### config.mk
export PLATFORM = sky130hd
export DESIGN_NAME = hbc_boot_seq
export DESIGN_NICKNAME = d
export VERILOG_FILES = /design/src/hw/hbc_pkg.sv /design/src/hw/hbc_sync2.sv /design/src/hw/hbc_boot_seq.sv
export SDC_FILE = /design/constraint.sdc
export NUM_CORES = 1
export LEC_CHECK = 0
export BUFFER_PORTS_ARGS = -buffer_cell sky130_fd_sc_hd__buf_2
export CORE_ASPECT_RATIO = 0.7
export CORE_MARGIN = 2
export CORE_UTILIZATION = 50
export DETAILED_ROUTE_END_ITERATION = 8
export GPL_ROUTABILITY_DRIVEN = 0
export GPL_TIMING_DRIVEN = 0
export PLACE_DENSITY = 0.73
export SLEW_MARGIN = 20
export SYNTH_ARGS = -nofsm -noshare
export SYNTH_HDL_FRONTEND = slang
export SYNTH_HIERARCHICAL = 1
export SYNTH_SLANG_ARGS = --single-unit
### constraint.sdc
create_clock -name REF_CLK -period 4.25 [get_ports REF_CLK]
set_clock_uncertainty 0.05 [all_clocks]
set_input_delay 0.425 -clock REF_CLK [delete_from_list [all_inputs] [get_ports REF_CLK]]
set_output_delay 0.425 -clock REF_CLK [all_outputs]
set_load 0.005 [all_outputs]
### src/hw/hbc_pkg.sv
// Constants shared by the hub boot and configuration sequencer
package hbc_pkg;

    // Sequencer stages
    typedef enum logic [3:0] {
        ST_STANDBY  = 4'h0,
        ST_HARDWARE_INIT_STAGE  = 4'h1,
        ST_FW_INIT  = 4'h2,
        ST_HOST_CFG = 4'h3,
        ST_MERGE    = 4'h4,
        ST_APPLY    = 4'h5,
        ST_IDLE     = 4'h6,
        ST_CHG_DET  = 4'h7,
        ST_ATTACH   = 4'h8,
        ST_NORMAL   = 4'h9
    } hbc_stage_e;

    // Configuration source chosen in firmware init
    typedef enum logic [2:0] {
        SRC_SELF_PWR = 3'h0,
        SRC_BUS_PWR  = 3'h1,
        SRC_EEPROM   = 3'h2,
        SRC_HOST     = 3'h3,
        SRC_INVALID  = 3'h4
    } hbc_source_e;

    // Strap encodings of the configuration-method pair
    localparam logic [1:0] SEL_SELF_PWR = 2'h0;
    localparam logic [1:0] SEL_HOST     = 2'h1;
    localparam logic [1:0] SEL_BUS_PWR  = 2'h2;
    localparam logic [1:0] SEL_EEPROM   = 2'h3;

    // SMBus register map
    localparam logic [7:0] ADDR_CFG_DONE  = 8'hFF;
    localparam logic [7:0] ADDR_PORTABLE  = 8'hF4;
    localparam logic [7:0] ADDR_UPS_CHG   = 8'hF5;
    localparam int         BIT_KEEP_AWAKE = 0;
    localparam int         BIT_UPS_CHG_EN = 0;

    // Reset values
    localparam logic RST_KEEP_AWAKE = 1'b0;
    localparam logic RST_CHG_EN     = 1'b0;
    localparam logic RST_VSM_EC     = 1'b0;
    localparam logic RST_VSM_RESUME = 1'b0;

    // Vendor message command codes
    localparam logic [2:0] VSM_EC_ON      = 3'h1;
    localparam logic [2:0] VSM_EC_OFF     = 3'h2;
    localparam logic [2:0] VSM_RESUME_ON  = 3'h3;
    localparam logic [2:0] VSM_RESUME_OFF = 3'h4;
    localparam logic [2:0] VSM_HUB_RESET  = 3'h5;

    // Timing
    localparam int CLK_PERIOD_NS    = 10;
    localparam int HARDWARE_INIT_STAGE_NS       = 100;
    localparam int PD_SETTLE_NS     = 2000;
    localparam int HARDWARE_INIT_STAGE_CYCLES   =
        (HARDWARE_INIT_STAGE_NS + CLK_PERIOD_NS - 1) / CLK_PERIOD_NS;
    localparam int PD_SETTLE_CYCLES =
        (PD_SETTLE_NS + CLK_PERIOD_NS - 1) / CLK_PERIOD_NS;
    localparam int CNT_W            = 8;

endpackage

### src/hw/hbc_sync2.sv
// Two-flop synchroniser for asynchronous pin inputs
`timescale 1ns/1ps
module hbc_sync2 #(
    parameter int WIDTH = 1
) (
    input  wire logic             clk,
    input  wire logic             rst_n,
    input  wire logic [WIDTH-1:0] d,
    output logic      [WIDTH-1:0] q
);
    logic [WIDTH-1:0] meta;

    // First stage feeds only the second stage
    always_ff @(posedge clk or negedge rst_n) begin
        if (!rst_n) begin
            meta <= '0;
            q    <= '0;
        end else begin
            meta <= d;
            q    <= meta;
        end
    end
endmodule // hbc_sync2

### src/hw/hbc_boot_seq.sv
// Hub boot and configuration sequencer
`timescale 1ns/1ps
module hbc_boot_seq (
    input  wire logic       REF_CLK,
    input  wire logic       RESETN,
    input  wire logic       REF_CLK_OK,
    input  wire logic [1:0] STRAP_CFG_SEL,
    input  wire logic       SDA_IN,
    input  wire logic       SCL_IN,
    input  wire logic       VBUS_PRESENT,
    input  wire logic       HUB_ATTACH_REQ,
    input  wire logic       SOFT_DISCONNECT,
    input  wire logic       USB_SUSPEND,
    input  wire logic       OTP_UPS_CHG_EN,
    input  wire logic       SMB_WR_VALID,
    input  wire logic [7:0] SMB_WR_ADDR,
    input  wire logic [7:0] SMB_WR_DATA,
    input  wire logic       EEPROM_LOAD_DONE,
    input  wire logic       EEPROM_UPS_CHG_EN,
    input  wire logic       CHG_DET_DONE,
    input  wire logic       VSM_CMD_VALID,
    input  wire logic [2:0] VSM_CMD,
    output logic            SDA_PD_EN,
    output logic            SCL_PD_EN,
    output logic            SMB_ENABLE,
    output logic            CLK_STOP_REQ,
    output logic [3:0]      STAGE,
    output logic [2:0]      CFG_SOURCE,
    output logic            EEPROM_LOAD_REQ,
    output logic            CFG_APPLY,
    output logic            UPS_CHG_EN,
    output logic            CHG_DET_START,
    output logic            HUB_CONNECT,
    output logic            SUSPEND_IDLE,
    output logic            VSM_EC_ENABLE,
    output logic            VSM_RESUME_ENABLE,
    output logic            VSM_HUB_RESET
);

    ////////////////////////////////////////////////////////////////////////
    // Pin synchronisers

    logic [7:0] pins_raw;
    logic [7:0] pins_s;
    logic       clk_ok_s;
    logic [1:0] sel_s;
    logic       sda_s;
    logic       scl_s;
    logic       vbus_s;
    logic       attach_s;
    logic       soft_disc_s;

    assign pins_raw = {REF_CLK_OK, STRAP_CFG_SEL, SDA_IN, SCL_IN,
                       VBUS_PRESENT, HUB_ATTACH_REQ, SOFT_DISCONNECT};

    hbc_sync2 #(.WIDTH(8)) u_sync (
        .clk   (REF_CLK),
        .rst_n (RESETN),
        .d     (pins_raw),
        .q     (pins_s)
    );

    assign {clk_ok_s, sel_s, sda_s, scl_s, vbus_s, attach_s,
            soft_disc_s} = pins_s;

    ////////////////////////////////////////////////////////////////////////
    // Stage machine

    hbc_pkg::hbc_stage_e  stage;
    hbc_pkg::hbc_stage_e  next_stage;
    hbc_pkg::hbc_source_e source;
    hbc_pkg::hbc_source_e next_source;
    logic [1:0]           strap;
    logic [hbc_pkg::CNT_W-1:0] cnt;
    logic                 cnt_done;
    logic                 host_done;
    logic                 host_chg_set;
    logic                 host_chg_val;
    logic                 keep_awake;
    logic                 awake_latched;
    logic                 susp_d;
    logic                 cfg_wr;

    assign cfg_wr = SMB_ENABLE && SMB_WR_VALID;

    // Source decode of straps and SDA and SCL levels
    function automatic hbc_pkg::hbc_source_e pick_source(
        input logic [1:0] sel,
        input logic       sda,
        input logic       scl
    );
        hbc_pkg::hbc_source_e res;
        res = hbc_pkg::SRC_INVALID;
        case (sel)
            hbc_pkg::SEL_EEPROM:   res = hbc_pkg::SRC_EEPROM;
            hbc_pkg::SEL_HOST:
                res = sda ? hbc_pkg::SRC_HOST : hbc_pkg::SRC_INVALID;
            hbc_pkg::SEL_BUS_PWR:
                res = (sda && scl) ? hbc_pkg::SRC_HOST
                                   : hbc_pkg::SRC_BUS_PWR;
            default:
                res = (sda && scl) ? hbc_pkg::SRC_HOST
                                   : hbc_pkg::SRC_SELF_PWR;
        endcase
        return res;
    endfunction

    assign cnt_done = (stage == hbc_pkg::ST_HARDWARE_INIT_STAGE) ?
        (cnt >= hbc_pkg::CNT_W'(hbc_pkg::HARDWARE_INIT_STAGE_CYCLES)) :
        (cnt >= hbc_pkg::CNT_W'(hbc_pkg::PD_SETTLE_CYCLES));

    always_comb begin
        next_stage  = stage;
        next_source = source;
        case (stage)
            hbc_pkg::ST_STANDBY:
                next_stage = hbc_pkg::ST_HARDWARE_INIT_STAGE;
            hbc_pkg::ST_HARDWARE_INIT_STAGE:
                if (cnt_done && clk_ok_s) begin
                    next_stage = hbc_pkg::ST_FW_INIT;
                end
            hbc_pkg::ST_FW_INIT: begin
                // EEPROM straps skip the bus probe and its settle time
                if (strap == hbc_pkg::SEL_EEPROM) begin
                    next_source = hbc_pkg::SRC_EEPROM;
                    next_stage  = hbc_pkg::ST_MERGE;
                end else if (cnt_done) begin
                    next_source = pick_source(strap, sda_s, scl_s);
                    if (next_source == hbc_pkg::SRC_HOST) begin
                        next_stage = hbc_pkg::ST_HOST_CFG;
                    end else if (next_source != hbc_pkg::SRC_INVALID) begin
                        next_stage = hbc_pkg::ST_MERGE;
                    end
                end
            end
            hbc_pkg::ST_HOST_CFG:
                if (host_done) begin
                    next_stage = hbc_pkg::ST_MERGE;
                end
            hbc_pkg::ST_MERGE:
                if (source != hbc_pkg::SRC_EEPROM || EEPROM_LOAD_DONE) begin
                    next_stage = hbc_pkg::ST_APPLY;
                end
            hbc_pkg::ST_APPLY:
                next_stage = hbc_pkg::ST_IDLE;
            hbc_pkg::ST_IDLE:
                if (vbus_s || attach_s) begin
                    next_stage = UPS_CHG_EN ? hbc_pkg::ST_CHG_DET
                                            : hbc_pkg::ST_ATTACH;
                end
            hbc_pkg::ST_CHG_DET:
                if (CHG_DET_DONE) begin
                    next_stage = hbc_pkg::ST_ATTACH;
                end
            hbc_pkg::ST_ATTACH:
                if (!soft_disc_s) begin
                    next_stage = hbc_pkg::ST_NORMAL;
                end
            hbc_pkg::ST_NORMAL:
                if (soft_disc_s) begin
                    next_stage = hbc_pkg::ST_ATTACH;
                end
            default:
                next_stage = hbc_pkg::ST_STANDBY;
        endcase
    end

    // Reset low forces standby at once
    always_ff @(posedge REF_CLK or negedge RESETN) begin
        if (!RESETN) begin
            stage  <= hbc_pkg::ST_STANDBY;
            source <= hbc_pkg::SRC_SELF_PWR;
        end else begin
            stage  <= next_stage;
            source <= next_source;
        end
    end

    // Settle counter, restarted on every stage change
    always_ff @(posedge REF_CLK or negedge RESETN) begin
        if (!RESETN) begin
            cnt <= '0;
        end else if (next_stage != stage) begin
            cnt <= '0;
        end else if (!cnt_done) begin
            cnt <= cnt + 1'b1;
        end
    end

    // Straps are caught once the synchroniser holds settled levels
    always_ff @(posedge REF_CLK or negedge RESETN) begin
        if (!RESETN) begin
            strap <= hbc_pkg::SEL_SELF_PWR;
        end else if (stage == hbc_pkg::ST_HARDWARE_INIT_STAGE && cnt_done) begin
            strap <= sel_s;
        end
    end

    ////////////////////////////////////////////////////////////////////////
    // SMBus-written configuration

    always_ff @(posedge REF_CLK or negedge RESETN) begin
        if (!RESETN) begin
            host_done <= 1'b0;
        end else if (stage != hbc_pkg::ST_HOST_CFG) begin
            host_done <= 1'b0;
        end else if (cfg_wr && SMB_WR_ADDR == hbc_pkg::ADDR_CFG_DONE) begin
            host_done <= 1'b1;
        end
    end

    always_ff @(posedge REF_CLK or negedge RESETN) begin
        if (!RESETN) begin
            host_chg_set <= 1'b0;
            host_chg_val <= hbc_pkg::RST_CHG_EN;
        end else if (cfg_wr && SMB_WR_ADDR == hbc_pkg::ADDR_UPS_CHG) begin
            host_chg_set <= 1'b1;
            host_chg_val <= SMB_WR_DATA[hbc_pkg::BIT_UPS_CHG_EN];
        end
    end

    // Host values override OTP except for EEPROM source, which ORs EEPROM and OTP; OTP overrides defaults
    always_ff @(posedge REF_CLK or negedge RESETN) begin
        if (!RESETN) begin
            UPS_CHG_EN <= hbc_pkg::RST_CHG_EN;
        end else if (stage == hbc_pkg::ST_MERGE &&
                     next_stage == hbc_pkg::ST_APPLY) begin
            if (source == hbc_pkg::SRC_EEPROM) begin
                UPS_CHG_EN <= EEPROM_UPS_CHG_EN | OTP_UPS_CHG_EN;
            end else if (host_chg_set) begin
                UPS_CHG_EN <= host_chg_val;
            end else begin
                UPS_CHG_EN <= OTP_UPS_CHG_EN;
            end
        end
    end

    ////////////////////////////////////////////////////////////////////////
    // Suspend keep-awake

    always_ff @(posedge REF_CLK or negedge RESETN) begin
        if (!RESETN) begin
            keep_awake <= hbc_pkg::RST_KEEP_AWAKE;
        end else if (cfg_wr && SMB_WR_ADDR == hbc_pkg::ADDR_PORTABLE) begin
            keep_awake <= SMB_WR_DATA[hbc_pkg::BIT_KEEP_AWAKE];
        end
    end

    // Only a setting made before suspend starts counts
    always_ff @(posedge REF_CLK or negedge RESETN) begin
        if (!RESETN) begin
            susp_d        <= 1'b0;
            awake_latched <= 1'b0;
        end else begin
            susp_d <= USB_SUSPEND;
            if (USB_SUSPEND && !susp_d) begin
                awake_latched <= keep_awake;
            end
        end
    end

    assign CLK_STOP_REQ = USB_SUSPEND && !(susp_d && awake_latched);
    assign SMB_ENABLE   = stage != hbc_pkg::ST_STANDBY &&
                          stage != hbc_pkg::ST_HARDWARE_INIT_STAGE &&
                          !CLK_STOP_REQ;

    ////////////////////////////////////////////////////////////////////////
    // Vendor messages

    always_ff @(posedge REF_CLK or negedge RESETN) begin
        if (!RESETN) begin
            VSM_EC_ENABLE     <= hbc_pkg::RST_VSM_EC;
            VSM_RESUME_ENABLE <= hbc_pkg::RST_VSM_RESUME;
            VSM_HUB_RESET     <= 1'b0;
        end else begin
            VSM_HUB_RESET <= VSM_CMD_VALID &&
                             VSM_CMD == hbc_pkg::VSM_HUB_RESET;
            if (VSM_CMD_VALID) begin
                case (VSM_CMD)
                    hbc_pkg::VSM_EC_ON:      VSM_EC_ENABLE     <= 1'b1;
                    hbc_pkg::VSM_EC_OFF:     VSM_EC_ENABLE     <= 1'b0;
                    hbc_pkg::VSM_RESUME_ON:  VSM_RESUME_ENABLE <= 1'b1;
                    hbc_pkg::VSM_RESUME_OFF: VSM_RESUME_ENABLE <= 1'b0;
                    default:                 VSM_EC_ENABLE <= VSM_EC_ENABLE;
                endcase
            end
        end
    end

    ////////////////////////////////////////////////////////////////////////
    // Outputs

    // Straps are caught on the same edge that enters firmware init
    logic [1:0] pd_strap;

    assign pd_strap = (stage == hbc_pkg::ST_HARDWARE_INIT_STAGE) ? sel_s : strap;

    always_ff @(posedge REF_CLK or negedge RESETN) begin
        if (!RESETN) begin
            SDA_PD_EN       <= 1'b0;
            SCL_PD_EN       <= 1'b0;
            EEPROM_LOAD_REQ <= 1'b0;
            CFG_APPLY       <= 1'b0;
            CHG_DET_START   <= 1'b0;
            HUB_CONNECT     <= 1'b0;
        end else begin
            SDA_PD_EN       <= next_stage == hbc_pkg::ST_FW_INIT &&
                               pd_strap != hbc_pkg::SEL_EEPROM;
            SCL_PD_EN       <= next_stage == hbc_pkg::ST_FW_INIT &&
                               pd_strap != hbc_pkg::SEL_EEPROM;
            EEPROM_LOAD_REQ <= next_stage == hbc_pkg::ST_MERGE &&
                               next_source == hbc_pkg::SRC_EEPROM;
            CFG_APPLY       <= next_stage == hbc_pkg::ST_APPLY;
            CHG_DET_START   <= next_stage == hbc_pkg::ST_CHG_DET &&
                               stage != hbc_pkg::ST_CHG_DET;
            HUB_CONNECT     <= next_stage == hbc_pkg::ST_NORMAL;
        end
    end

    assign STAGE        = stage;
    assign CFG_SOURCE   = source;
    assign SUSPEND_IDLE = stage == hbc_pkg::ST_IDLE;
endmodule // hbc_boot_seq

# Yosys cells after proc, flatten, opt, wreduce, memory -nomap -nowiden

Index checks and enable logic that the tools add are counted.

Register bits after elaboration: 48
Input bits: 36
Output and inout port bits: 20
Word-level logic and storage cells: 123

$add $sub $neg: 1
Order comparisons: 2
Equal/unequal tests: 36
Multiplexer cells: 33
Bitwise gates (word level): 1
Reduce and logical (&&, ||, !) cells: 29

Operators by type and width:

| kind                | number |
|---|---|
| $mux 4              | 12 |
| $pmux 4 s10         | 1 |
| $eq 4x3->1 const B  | 7 |
| $eq 8x8->1 const B  | 3 |
| $mux 3              | 7 |
| $logic_and 1x1->1   | 17 |
| $mux 8              | 2 |
| $eq 3x2->1 const B  | 5 |
| $eq 4x2->1 const B  | 3 |
| $eq 4x4->1 const B  | 3 |
| $add 8x1->8 const B | 1 |
| $ge 8x4->1 const B  | 1 |
| $ge 8x8->1 const B  | 1 |
| $eq 3x3->1 const B  | 2 |
| $mux 2              | 3 |
| $pmux 3 s2          | 1 |
| $reduce_bool 2->1   | 3 |
| $mux 1              | 5 |
| $eq 2x2->1 const B  | 2 |
| $eq 4x1->1 const B  | 1 |
| $logic_not 4->1     | 1 |
| $ne 4x1->1 const B  | 1 |
| $ne 4x2->1 const B  | 1 |
| $ne 4x3->1 const B  | 1 |
| 13 further kinds    | 18 |

# Longest topological paths before layout

Gate-level depths: netlist (run 1).

Word-level depth: 14
Mapped depth: 7
Mapped depth without buffers: 7

# Cells and area by module

Netlist (run 1), hierarchy kept.

By module, submodules not included:

| module       | instances | cells an instance | area an instance (µm²) | seq. area each (µm²) |
|---|---|---|---|---|
| hbc_boot_seq | 1         | 208               | 2030.7                 | 800.8 |
| hbc_sync2    | 1         | 16                | 400.4                  | 400.4 |

# Least setup slack after synthesis (run 1)

OpenSTA, ideal clock, no wires.

Kind: register to register
From: register strap[0]
To: register cnt[1] (netlist bit)
Arrival time: 1912 ps
Data required time: 4093 ps
Path slack: 2181 ps
Cell stages (with the launch flop): 7
Period minus slack after synthesis: 2069 ps
Path through: dfrtp_1 inv_1 ha_1 nand2b_1 o211a_1 a221o_1 a2111oi_4

Longest elaborated chain between the ends: 13

RTL lines:

| item                                                  | line                | text |
|---|---|---|
| from (decl)                                           | hbc_boot_seq.sv:73  | `logic [1:0] strap;` |
| from (signal assigned)                                | hbc_boot_seq.sv:193 | `strap <= hbc_pkg::SEL_SELF_PWR;` |
| from (signal assigned)                                | hbc_boot_seq.sv:195 | `strap <= sel_s;` |
| $eq 2x2->1 / $eq 2x1->1 (equally long branches)       | hbc_boot_seq.sv:94  | `case (sel)` |
| $pmux 3 s2                                            | hbc_boot_seq.sv:94  |  |
| $mux 3                                                | hbc_boot_seq.sv:127 | `end else if (cnt_done) begin` |
| $mux 3                                                | hbc_boot_seq.sv:124 | `if (strap == hbc_pkg::SEL_EEPROM) begin` |
| $mux 3                                                | hbc_boot_seq.sv:115 | `case (stage)` |
| $ne 3x3->1                                            | hbc_boot_seq.sv:131 | `end else if (next_source != hbc_pkg::SRC_INVALID) begin` |
| $mux 4                                                | hbc_boot_seq.sv:131 |  |
| $mux 4                                                | hbc_boot_seq.sv:129 | `if (next_source == hbc_pkg::SRC_HOST) begin` |
| $mux 4                                                | hbc_boot_seq.sv:127 |  |
| $mux 4 (*)                                            | hbc_boot_seq.sv:124 |  |
| $pmux 4 s10 (*)                                       | hbc_boot_seq.sv:115 |  |
| $ne 4x4->1 (*)                                        | hbc_boot_seq.sv:183 | `end else if (next_stage != stage) begin` |
| $ne 2x1->1 (no line) / $mux 8 (equally long branches) | n/a                 |  |
| to (signal assigned)                                  | hbc_boot_seq.sv:186 | `cnt <= cnt + 1'b1;` |
| to (decl)                                             | hbc_boot_seq.sv:74  | `logic [hbc_pkg::CNT_W-1:0] cnt;` |

Every way passes the cells marked *; elsewhere a longest branch is shown, timed or not. The select of a mux whose other input is x is not followed.
A chain may end at the register's enable or synchronous reset.

# Worst setup path after layout (run 1)

Ends and elaborated chain as after synthesis.

==> out/summary.txt, run 1 <==
Final antenna-violating net count: 0
Number of synthesized flops with an enable pin: 0
Finished Layout Cells: 337
Placed Area: 2740 um^2
Critical Path RT: 4.41 ns
CP Launch Type: flop
Outcome: finished, final reports clean
Crit path arrival time: 2.48 ns
Final Power: 1630 uW
Num ports: 56
Worst setup path class: reg2reg
CTS tree: yes
Synth area leaders: dfrtp_1 (49%), mux2_2 (3.2%), o21ai_0 (3.1%), nor3_1 (2.7%), ha_1 (2.6%)
Final worst path period share: 54.5%
Routed WL per cell: 14.2 um
Total CTS buffers: 5
Syn Area/Cell: 10.9 um^2
Initial antenna violation count: 0
Seq cells post-synth: 48
Area growth, synth to finish: 16.5%
Area leader, netlist: dfrtp_1
Core ar.: 4730 um^2
Placed insts: 329
Mapped Area: 2430 um^2
Reg-to-reg setup timing slack: 1.93 ns
Leakage power: 0.00132 uW
Die height: 62.3 um
Clock Tree Buf Depth: 2
Setup-failing EPs final: 0
Vias per cell: 5.57
Met1 Wirelength: 2490 um
Root Buffer: clkbuf_8
Worst R2R Path Depth: 6
Clock Latency Late Sink: 0.31 ns
Hold Vio Cnt, Final: 0
Total GRT Usage: 19.1%
Clk slew on worst S/H paths: 0.08 ns
Slew headroom: 61.0%
Total Wirelength: 4800 um
Fmax: 432 MHz
First-pass GRT wire length: 7990 um
Largest net degree at the start of global routing: 49
Die area: 5440 um^2
1st-pass router iterations: 4
Worst Path Max Fanout: 8
Max IR drop VDD: 0.269 mV
Met3 wire len: 254 um
Die W: 87.3 um
Slew Limit Fails: 0
Cell row count: 21
Max Cap Viol: 0
Yosys top cell area share: 49.4%
Number of global-route vias before repair: 1,677
Worst Hold Class: in2async
RR Endpoint: cnt[1]
Clk sink count: 48
Pwr/cell area: 576 nW/um^2
Post-synth top flop: dfrtp_1
Synthesized net count: 265
HPWL after DPL: 3680 um
Post-route cell area: 2830 um^2
Post-CTS Setup Bufs: 0
Metal2 WL: 1970 um
Nets: 320
Post_cts resized: 0
Synth cell types: 59
Endpoint type of the worst setup path: flop
Mapped Cells: 224
H-tree depth: 2
Reg2reg start: strap[0]
Post-CTS Hold Buffers: 0
Initial detailed-routing violation count: 67
Setup TNS: 0 ns
Inserted Diodes: 0
Unrepaired setup endpoints after global routing: false
Top sig layer: met4
Register area share after synthesis: 49.4%
Number of port buffers: 48
Async set or reset register ratio after synthesis: 100%
Remaining DRCs: 0
PnR worst setup slack: 1.93 ns
Final Critical Period: 2.32 ns
Starting Density: 51.4%
Layout cells sized above 1: 29.6%
Worst-Margin Slew: 0.585 ns
Via count: 1,877
Synth warn: 6
GRT overflow: 0
Worst slack, placed: 1.94 ns
-- per-layer routing --
metal | up-vias | global-route usage (%)
met4 | 0 | 8.08
met3 | 6 | 4.39
met5 | - | 0
met1 | 885 | 29.7
met2 | 54 | 25.4
li1 | 932 | -
-- worst max-delay path by stage --
stage,start,endpoint,cells after the start
after CTS,strap[0],cnt[1],6
after global routing,STAGE[2],SCL_PD_EN,5
after floorplan,strap[0],cnt[1],6
after global placement,EEPROM_LOAD_DONE,cnt[0],6
final,strap[0],cnt[1],6
after detailed placement,EEPROM_LOAD_DONE,cnt[7],6
-- layout by cell type (no fill, tap or decap), types with 3 or more instances in the layout --
master,netlist,routed
buf_4,2,3
nor4b_2,3,3
o31a_1,3,3
buf_2,2,49
nor4_1,3,3
and2_1,3,3
a31oi_1,3,3
nand3_1,4,4
clkbuf_8,0,5
mux2_2,7,7
nor3_1,13,13
nor2_1,14,14
a21oi_1,5,5
xor2_1,3,3
o31ai_1,3,3
o21ai_0,15,15
or2_2,4,4
inv_1,11,11
ha_1,5,5
o21bai_1,3,3
nand2_1,15,15
dfrtp_1,48,48
nand2b_1,6,6
nor2b_1,6,6
-- state kept, by name, indices dropped and copies added (netlist names) --
signal / cells
STAGE: 4
UPS_CHG_EN: 1
strap: 2
SCL_PD_EN: 1
keep_awake: 1
cnt: 8
CFG_APPLY: 1
host_done: 1
VSM_EC_ENABLE: 1
VSM_RESUME_ENABLE: 1
VSM_HUB_RESET: 1
CHG_DET_START: 1
host_chg_set: 1
susp_d: 1
awake_latched: 1
host_chg_val: 1
EEPROM_LOAD_REQ: 1
u_sync/meta: 8
CFG_SOURCE: 3
HUB_CONNECT: 1
u_sync/q: 8
-- area by class of cell --
type	count	area, um^2
timing repair buffer	48	243
clock inverter	3	18.8
buffer	7	43.8
multi-input combinational	158	1140
sequential	48	1200
fill	408	1900
clock buffer	5	68.8
tap	57	71.3
inverter	11	41.3
-- where the power goes --
part           total [uW]  internal (uW)  leakage, uW  switching (uW)
clock network         264            114    0.0000479             149
logic                 769            335     0.000673             434
registers             599            526     0.000604            73.4
-- cells in the mapped netlist (3+ instances only) --
cell,n
nor2b_1,6
nor2_1,14
a21oi_1,5
xor2_1,3
a31oi_1,3
nand2b_1,6
mux2_2,7
nor3_1,13
nand2_1,15
and2_1,3
nor4b_2,3
o21bai_1,3
o21ai_0,15
or2_2,4
nor4_1,3
inv_1,11
ha_1,5
o31ai_1,3
o31a_1,3
nand3_1,4
dfrtp_1,48
-- worst max-delay path: stages (launching register included) --
cell and delay, ns:
dfrtp_1 0.39, inv_1 0.09, ha_1 0.35, nand2b_1 0.22, o211a_1 0.29, a221o_1 0.50, a2111oi_4 0.32
-- metrics by stage --
step / utilization [%] / hold slack (ns)
2_1_floorplan: - / 0.0794
5_1_grt: 59.9 / 0.114
4_1_cts: 59.8 / 0.159
3_5_place_dp: 58.0 / 0.285
6_report: 59.9 / 0.0431
3_3_place_gp: 58.0 / 0.282
-- cell families after synthesis --
kind of cell,share of synthesized area [%]
adders and majority gates,2.57
DFF,49.4
muxes,3.65
AOI/OAI and AO/OA,18.0
buffers and inverters,3.50
xor gates and xnor gates,1.80
and+or+nand+nor,21.1
Note: power is estimated with default switching activity, not from simulation.
==> run 2: changes to the inputs <==
ABC_AREA = 1   (was default)
CORE_UTILIZATION = 49   (was 50)
PLACE_DENSITY = 0.74   (was 0.73)
clock period = 2 ns   (was 4.25 ns; I/O delays follow)
==> out/summary.txt, run 2 <==
Area occupied by multi-input gates: 1200 um^2
Syn Area/Cell: 8.79 um^2
Total CTS buffers: 5
Die height: 63.6 um
Most common cell after layout, fill and taps aside: nand2_1
Remaining DRCs: 0
Largest family of logic cells by synthesized area: simple AND/OR/NAND/NOR gates
Finished Layout Cells: 430
Adder-cell area share of the yosys netlist: 2.52%
Max IR drop VDD: 0.749 mV
Worst slack, placed: -0.0251 ns
Largest net degree at the start of global routing: 49
Register area: 1200 um^2
Mux contribution to synthesized area: 0.453%
Reg-to-reg setup timing slack: 0.06 ns
Die area: 5670 um^2
Num ports: 56
Final worst path period share: 97.1%
Core ar.: 4830 um^2
XOR/XNOR share of the synthesized area: 1.41%
Most frequent cells in the layout: nand2_1 (49), buf_2 (47), dfrtp_1 (46), inv_1 (38), nor2_1 (24)
Top flop regs: cnt x8, u_sync/meta x8, u_sync/q x8
Yosys top cell area share: 48.3%
Fillers: 406
Simple-gate share of the synthesized area: 32.2%
Fmax: 515 MHz
Endpoint type of the worst setup path: flop
Synth cell types: 36
Post-route cell area: 3260 um^2
Vias per cell: 4.80
Synth Area in Compound Gates: 6.64%
Layout cells sized above 1: 38.2%
Outcome: finished, final reports clean
Max Cap Viol: 0
Critical Path RT: 2.18 ns
Starting Density: 51.4%
Number of synthesized flops with an enable pin: 0
Inserted Diodes: 0
CTS tree: yes
CP Launch Type: flop
H-tree depth: 2
Initial antenna violation count: 0
Register area share after synthesis: 48.3%
Worst Hold Class: in2reg
GRT overflow: 0
Clock Tree Buf Depth: 2
Crit path arrival time: 2.12 ns
Pwr/cell area: 1110 nW/um^2
Via count: 2,063
Async set or reset register ratio after synthesis: 100%
Synth warn: 6
Number of global-route vias before repair: 1,951
Number of port buffers: 48
Area growth, synth to finish: 31.2%
Final Critical Period: 1.94 ns
Leakage power: 0.00175 uW
Metal2 WL: 2300 um
Top post-synthesis cells by count: nand2_1 (55), dfrtp_1 (48), inv_1 (44), nor2_1 (28), nand3_1 (17)
Final antenna-violating net count: 0
Total Wirelength: 5200 um
Setup TNS: 0 ns
PnR worst setup slack: 0.0579 ns
Synth area leaders: dfrtp_1 (48%), nand2_1 (8.3%), inv_1 (6.6%), nor2_1 (4.2%), nand3_1 (3.4%)
Area leader, netlist: dfrtp_1
Root Buffer: clkbuf_8
Total GRT Usage: 20.2%
Unrepaired setup endpoints after global routing: true
Routed WL per cell: 12.1 um
Setup-failing EPs final: 0
Met3 wire len: 312 um
Clk sink count: 48
Mapped Cells: 283
Slew headroom: 61.2%
Met1 Wirelength: 2560 um
Initial detailed-routing violation count: 104
Mapped Area: 2490 um^2
Placed Area: 2810 um^2
HPWL after DPL: 3630 um
Hold Vio Cnt, Final: 0
Worst Path Max Fanout: 8
Placed insts: 400
Die W: 89.2 um
Worst setup path class: reg2reg
1st-pass router iterations: 4
Synthesized net count: 324
First-pass GRT wire length: 8920 um
Worst-Margin Slew: 0.581 ns
Most common cell in the netlist: nand2_1
Seq cells post-synth: 48
Nets: 401
Top sig layer: met4
Cell row count: 21
Clock Latency Late Sink: 0.30 ns
Clk slew on worst S/H paths: 0.09 ns
Post-synth top flop: dfrtp_1
Slew Limit Fails: 0
[run 2: changes by cell type in the layout (fill, tap and decap cells not counted), moves of 10 or more]
cell           previous run  this run
buf_4                     3        13
dlygate4sd3_1             0        10
inv_1                    11        38
nand2_1                  15        49
nand2_2                   0        10
nor2_1                   14        24
o21ai_0                  15         5
[run 2: cells by family after synthesis]
logic type | count (synthesis)
AND/OR/NAND/NOR | 148
buffers and inverters | 52
flip-flops | 48
AO/OA/AOI/OAI | 25
adder cells (fa/ha/maj) | 5
XOR/XNOR | 4
multiplexers | 1
[run 2: layout make-up]
class / instances / share of cell area [%]
plain buffers: 3 / 0.920
clock buffers: 6 / 2.53
clock inverters: 2 / 1.19
inverters: 49 / 5.79
multi-input cells: 183 / 36.7
flip-flops and latches: 48 / 36.9
well taps: 69 / 2.64
repair buffers: 70 / 13.4
[run 2: worst max-delay path, stage by stage, from the launching register on]
cell     delay, ns
dfrtp_1       0.42
buf_6         0.14
ha_4          0.16
nand2_2       0.08
nand3_2       0.08
nand3_2       0.11
o21ai_1       0.07
nand2_1       0.05
nand2_1       0.05
nand2_2       0.09
nand2_2       0.07
nand2_2       0.08
nand3_4       0.19
nor3_2        0.22
[run 2: per-stage QoR]
stage               hold slack, ns  util, %  total power [uW]
floorplan                   -0.146        -              2240
global placement             0.258     58.2              2560
detailed placement           0.259     58.2              2600
CTS                         0.0673     62.8              3360
global route                 0.128     67.5              3900
finish                       0.113     67.5              3610
[run 2: final timing paths]
kind                           startpoint           endpoint  depth (start not counted)
max in group asynchronous          RESETN           STAGE[2]                          2
min in group asynchronous          RESETN  VSM_RESUME_ENABLE                          2
hold reg to reg            u_sync/meta[2]        u_sync/q[2]                          0
hold / removal                 VSM_CMD[2]      VSM_HUB_RESET                          3
setup reg to reg                 strap[0]             cnt[2]                         13
setup / recovery                 strap[0]             cnt[2]                         13
[run 2: routing by layer]
| metal | track usage, % | up-vias |
|---|---|---|
| met2 | 28.0 | 54 |
| li1 | - | 1054 |
| met5 | 0 | - |
| met4 | 4.66 | 0 |
| met1 | 32.1 | 949 |
| met3 | 4.46 | 6 |
[run 2: power by group]
part	switching [uW]	leakage, uW	total (uW)	internal [uW]
logic	1010	0.00109	1660	648
registers	116	0.000595	1220	1110
clock network	320	0.0000614	728	409
total	1450	0.00175	3610	2160
[run 2: repair_timing]
item / in CTS / in global routing
hold buffers: 9 / 1
buffers inserted: 1 / 11
hold endpoints to repair: 9 / 48
gates resized for setup: 1 / 39
pin swaps: 0 / 27
setup endpoints to repair: 8 / 10
==> run 3: changes to the inputs <==
REMOVE_ABC_BUFFERS = 1   (was default)
==> out/summary.txt, run 3 (synthesis gave the netlist of run 2 again) <==
Pwr/cell area: 1040 nW/um^2
Max Cap Viol: 0
Clock Latency Late Sink: 0.30 ns
Reg-to-reg setup timing slack: 0.07 ns
Delay-heaviest family, CP: simple AND/OR/NAND/NOR gates
CP Launch Type: flop
Cell row count: 21
Reg2reg start: STAGE[2]
Starting Density: 51.4%
Clock Tree Buf Depth: 2
Die area: 5670 um^2
Post-route cell area: 3090 um^2
Via count: 1,974
Total CTS buffers: 5
Worst Hold Class: in2reg
Final worst path period share: 96.5%
Most used cell, CP: nand2_2
Top flop regs: cnt x8, u_sync/meta x8, u_sync/q x8
Die height: 63.6 um
Endpoint type of the worst setup path: flop
Core ar.: 4830 um^2
Leakage power: 0.00166 uW
Most common cell after layout, fill and taps aside: nand2_1
Clk sink count: 48
Slew headroom: 61.6%
Initial antenna violation count: 0
Nets: 392
Critical Path RT: 2.17 ns
First-pass GRT wire length: 8420 um
Worst-Margin Slew: 0.576 ns
Worst Path Max Fanout: 8
Die W: 89.2 um
CP Capture Point: cnt[3]
Unrepaired setup endpoints after global routing: true
Total GRT Usage: 19.0%
HPWL after DPL: 3530 um
RR Endpoint: cnt[3]
H-tree depth: 2
Clk slew on worst S/H paths: 0.08 ns
Remaining DRCs: 0
Largest net degree at the start of global routing: 49
CTS tree: yes
Final antenna-violating net count: 0
WHS: 0.118 ns
Max IR drop VDD: 0.551 mV
Worst R2R Path Depth: 13
Number of port buffers: 48
Initial detailed-routing violation count: 93
Slowest cell delay on critical path: 0.47 ns
HP Start: VSM_CMD[2]
Hold Vio Cnt, Final: 0
Inserted Diodes: 0
Total Wirelength: 4910 um
1st-pass router iterations: 4
Setup-failing EPs final: 0
Slew Limit Fails: 0
Fmax: 518 MHz
Area growth, synth to finish: 24.1%
Fillers: 429
Routed WL per cell: 11.7 um
Num ports: 56
Slowest CP cell: dfrtp_2
Root Buffer: clkbuf_8
Layout cells sized above 1: 34.2%
CP startpoint: STAGE[2]
Critical path cell sequence: nor2_2, nand2_2, inv_2, nand2_4, nand2_4, nand2_4, nand2_1, nand2_1, nand2_2, nand2_2, nand2_2, nand3_4, nor3_2
Vias per cell: 4.70
Final Critical Period: 1.93 ns
Placed Area: 2790 um^2
Cell count along the critical path: 13
Number of global-route vias before repair: 1,881
Outcome: finished, final reports clean
Most frequent cells in the layout: nand2_1 (53), buf_2 (47), dfrtp_1 (43), inv_1 (41), nor2_1 (27)
GRT overflow: 0
Critical path buffer and inverter count: 1
Worst setup path class: reg2reg
Crit path arrival time: 2.09 ns
-- run 3: cell count changes in the layout (fill, tap and decap cells not counted), moves of 2 or more --
cell     delta
dfrtp_1     -3
buf_6       -3
nand2_2     -2
nor2_1      +3
nor3_2      +3
inv_1       +3
nand2_1     +4
nor3_4      -3
inv_2       -2
buf_4       -6
nor2_4      -2
nand2_4     -2
dfrtp_2     +3
-- run 3: power breakdown --
group          internal, uW  switching [uW]
registers              1110             130
clock network           237             315
logic                   532             881
total                  1880            1330
-- run 3: what timing repair did --
item,CTS,global route
endpoints found under the hold margin,9,48
hold buffers,9,1
setup endpoints to repair,9,10
pin swaps,1,16
setup buffers,2,4
resized for setup,0,23
-- run 3: worst min-delay path by stage --
stage | end | depth (start not counted) | slack, ns
after floorplan | CFG_APPLY | 0 | -0.15
after global placement | u_sync/meta[7] | 1 | 0.26
after detailed placement | u_sync/meta[0] | 1 | 0.26
after CTS | VSM_EC_ENABLE | 1 | 0.07
after global routing | host_chg_val | 2 | 0.12
final | VSM_HUB_RESET | 3 | 0.12
-- run 3: through the flow --
stage                     setup TNS (ns)  power, uW  util [%]  setup slack [ns]  instances
final                                  0       3210      63.9            0.0706        420
after global routing              -0.258       3460      63.9           -0.0756        420
after CTS                              0       3120      61.5            0.0231        415
after detailed placement               0       2540      57.7           0.00651        397
after global placement                 0       2530      57.7            0.0573        397
after floorplan                        0       2200         -             0.228        280
-- run 3: area by class of cell --
| type | count | area [um^2] | share of cell area (%) |
|---|---|---|---|
| Clock buffer | 5 | 68.8 | 2.23 |
| Clock inverter | 2 | 12.5 | 0.405 |
| Inverter | 49 | 186 | 6.04 |
| Multi-Input combinational cell | 183 | 1140 | 36.9 |
| Sequential cell | 48 | 1210 | 39.1 |
| Tap cell | 69 | 86.3 | 2.80 |
| Timing Repair Buffer | 64 | 388 | 12.6 |
-- run 3: per-layer routing --
layer / vias to the layer above / GRT usage, % / wire length, um
li1: 1027 / - / -
met1: 894 / 30.1 / 2500
met2: 48 / 25.9 / 2120
met3: 5 / 4.72 / 240
met4: 0 / 4.66 / 42
met5: - / 0 / 0
-- run 3: tightest hold or removal path, delay by kind of cell --
kind,cells,cell delay [ns]
simple gates,1,0.05
buf+inv,2,0.18
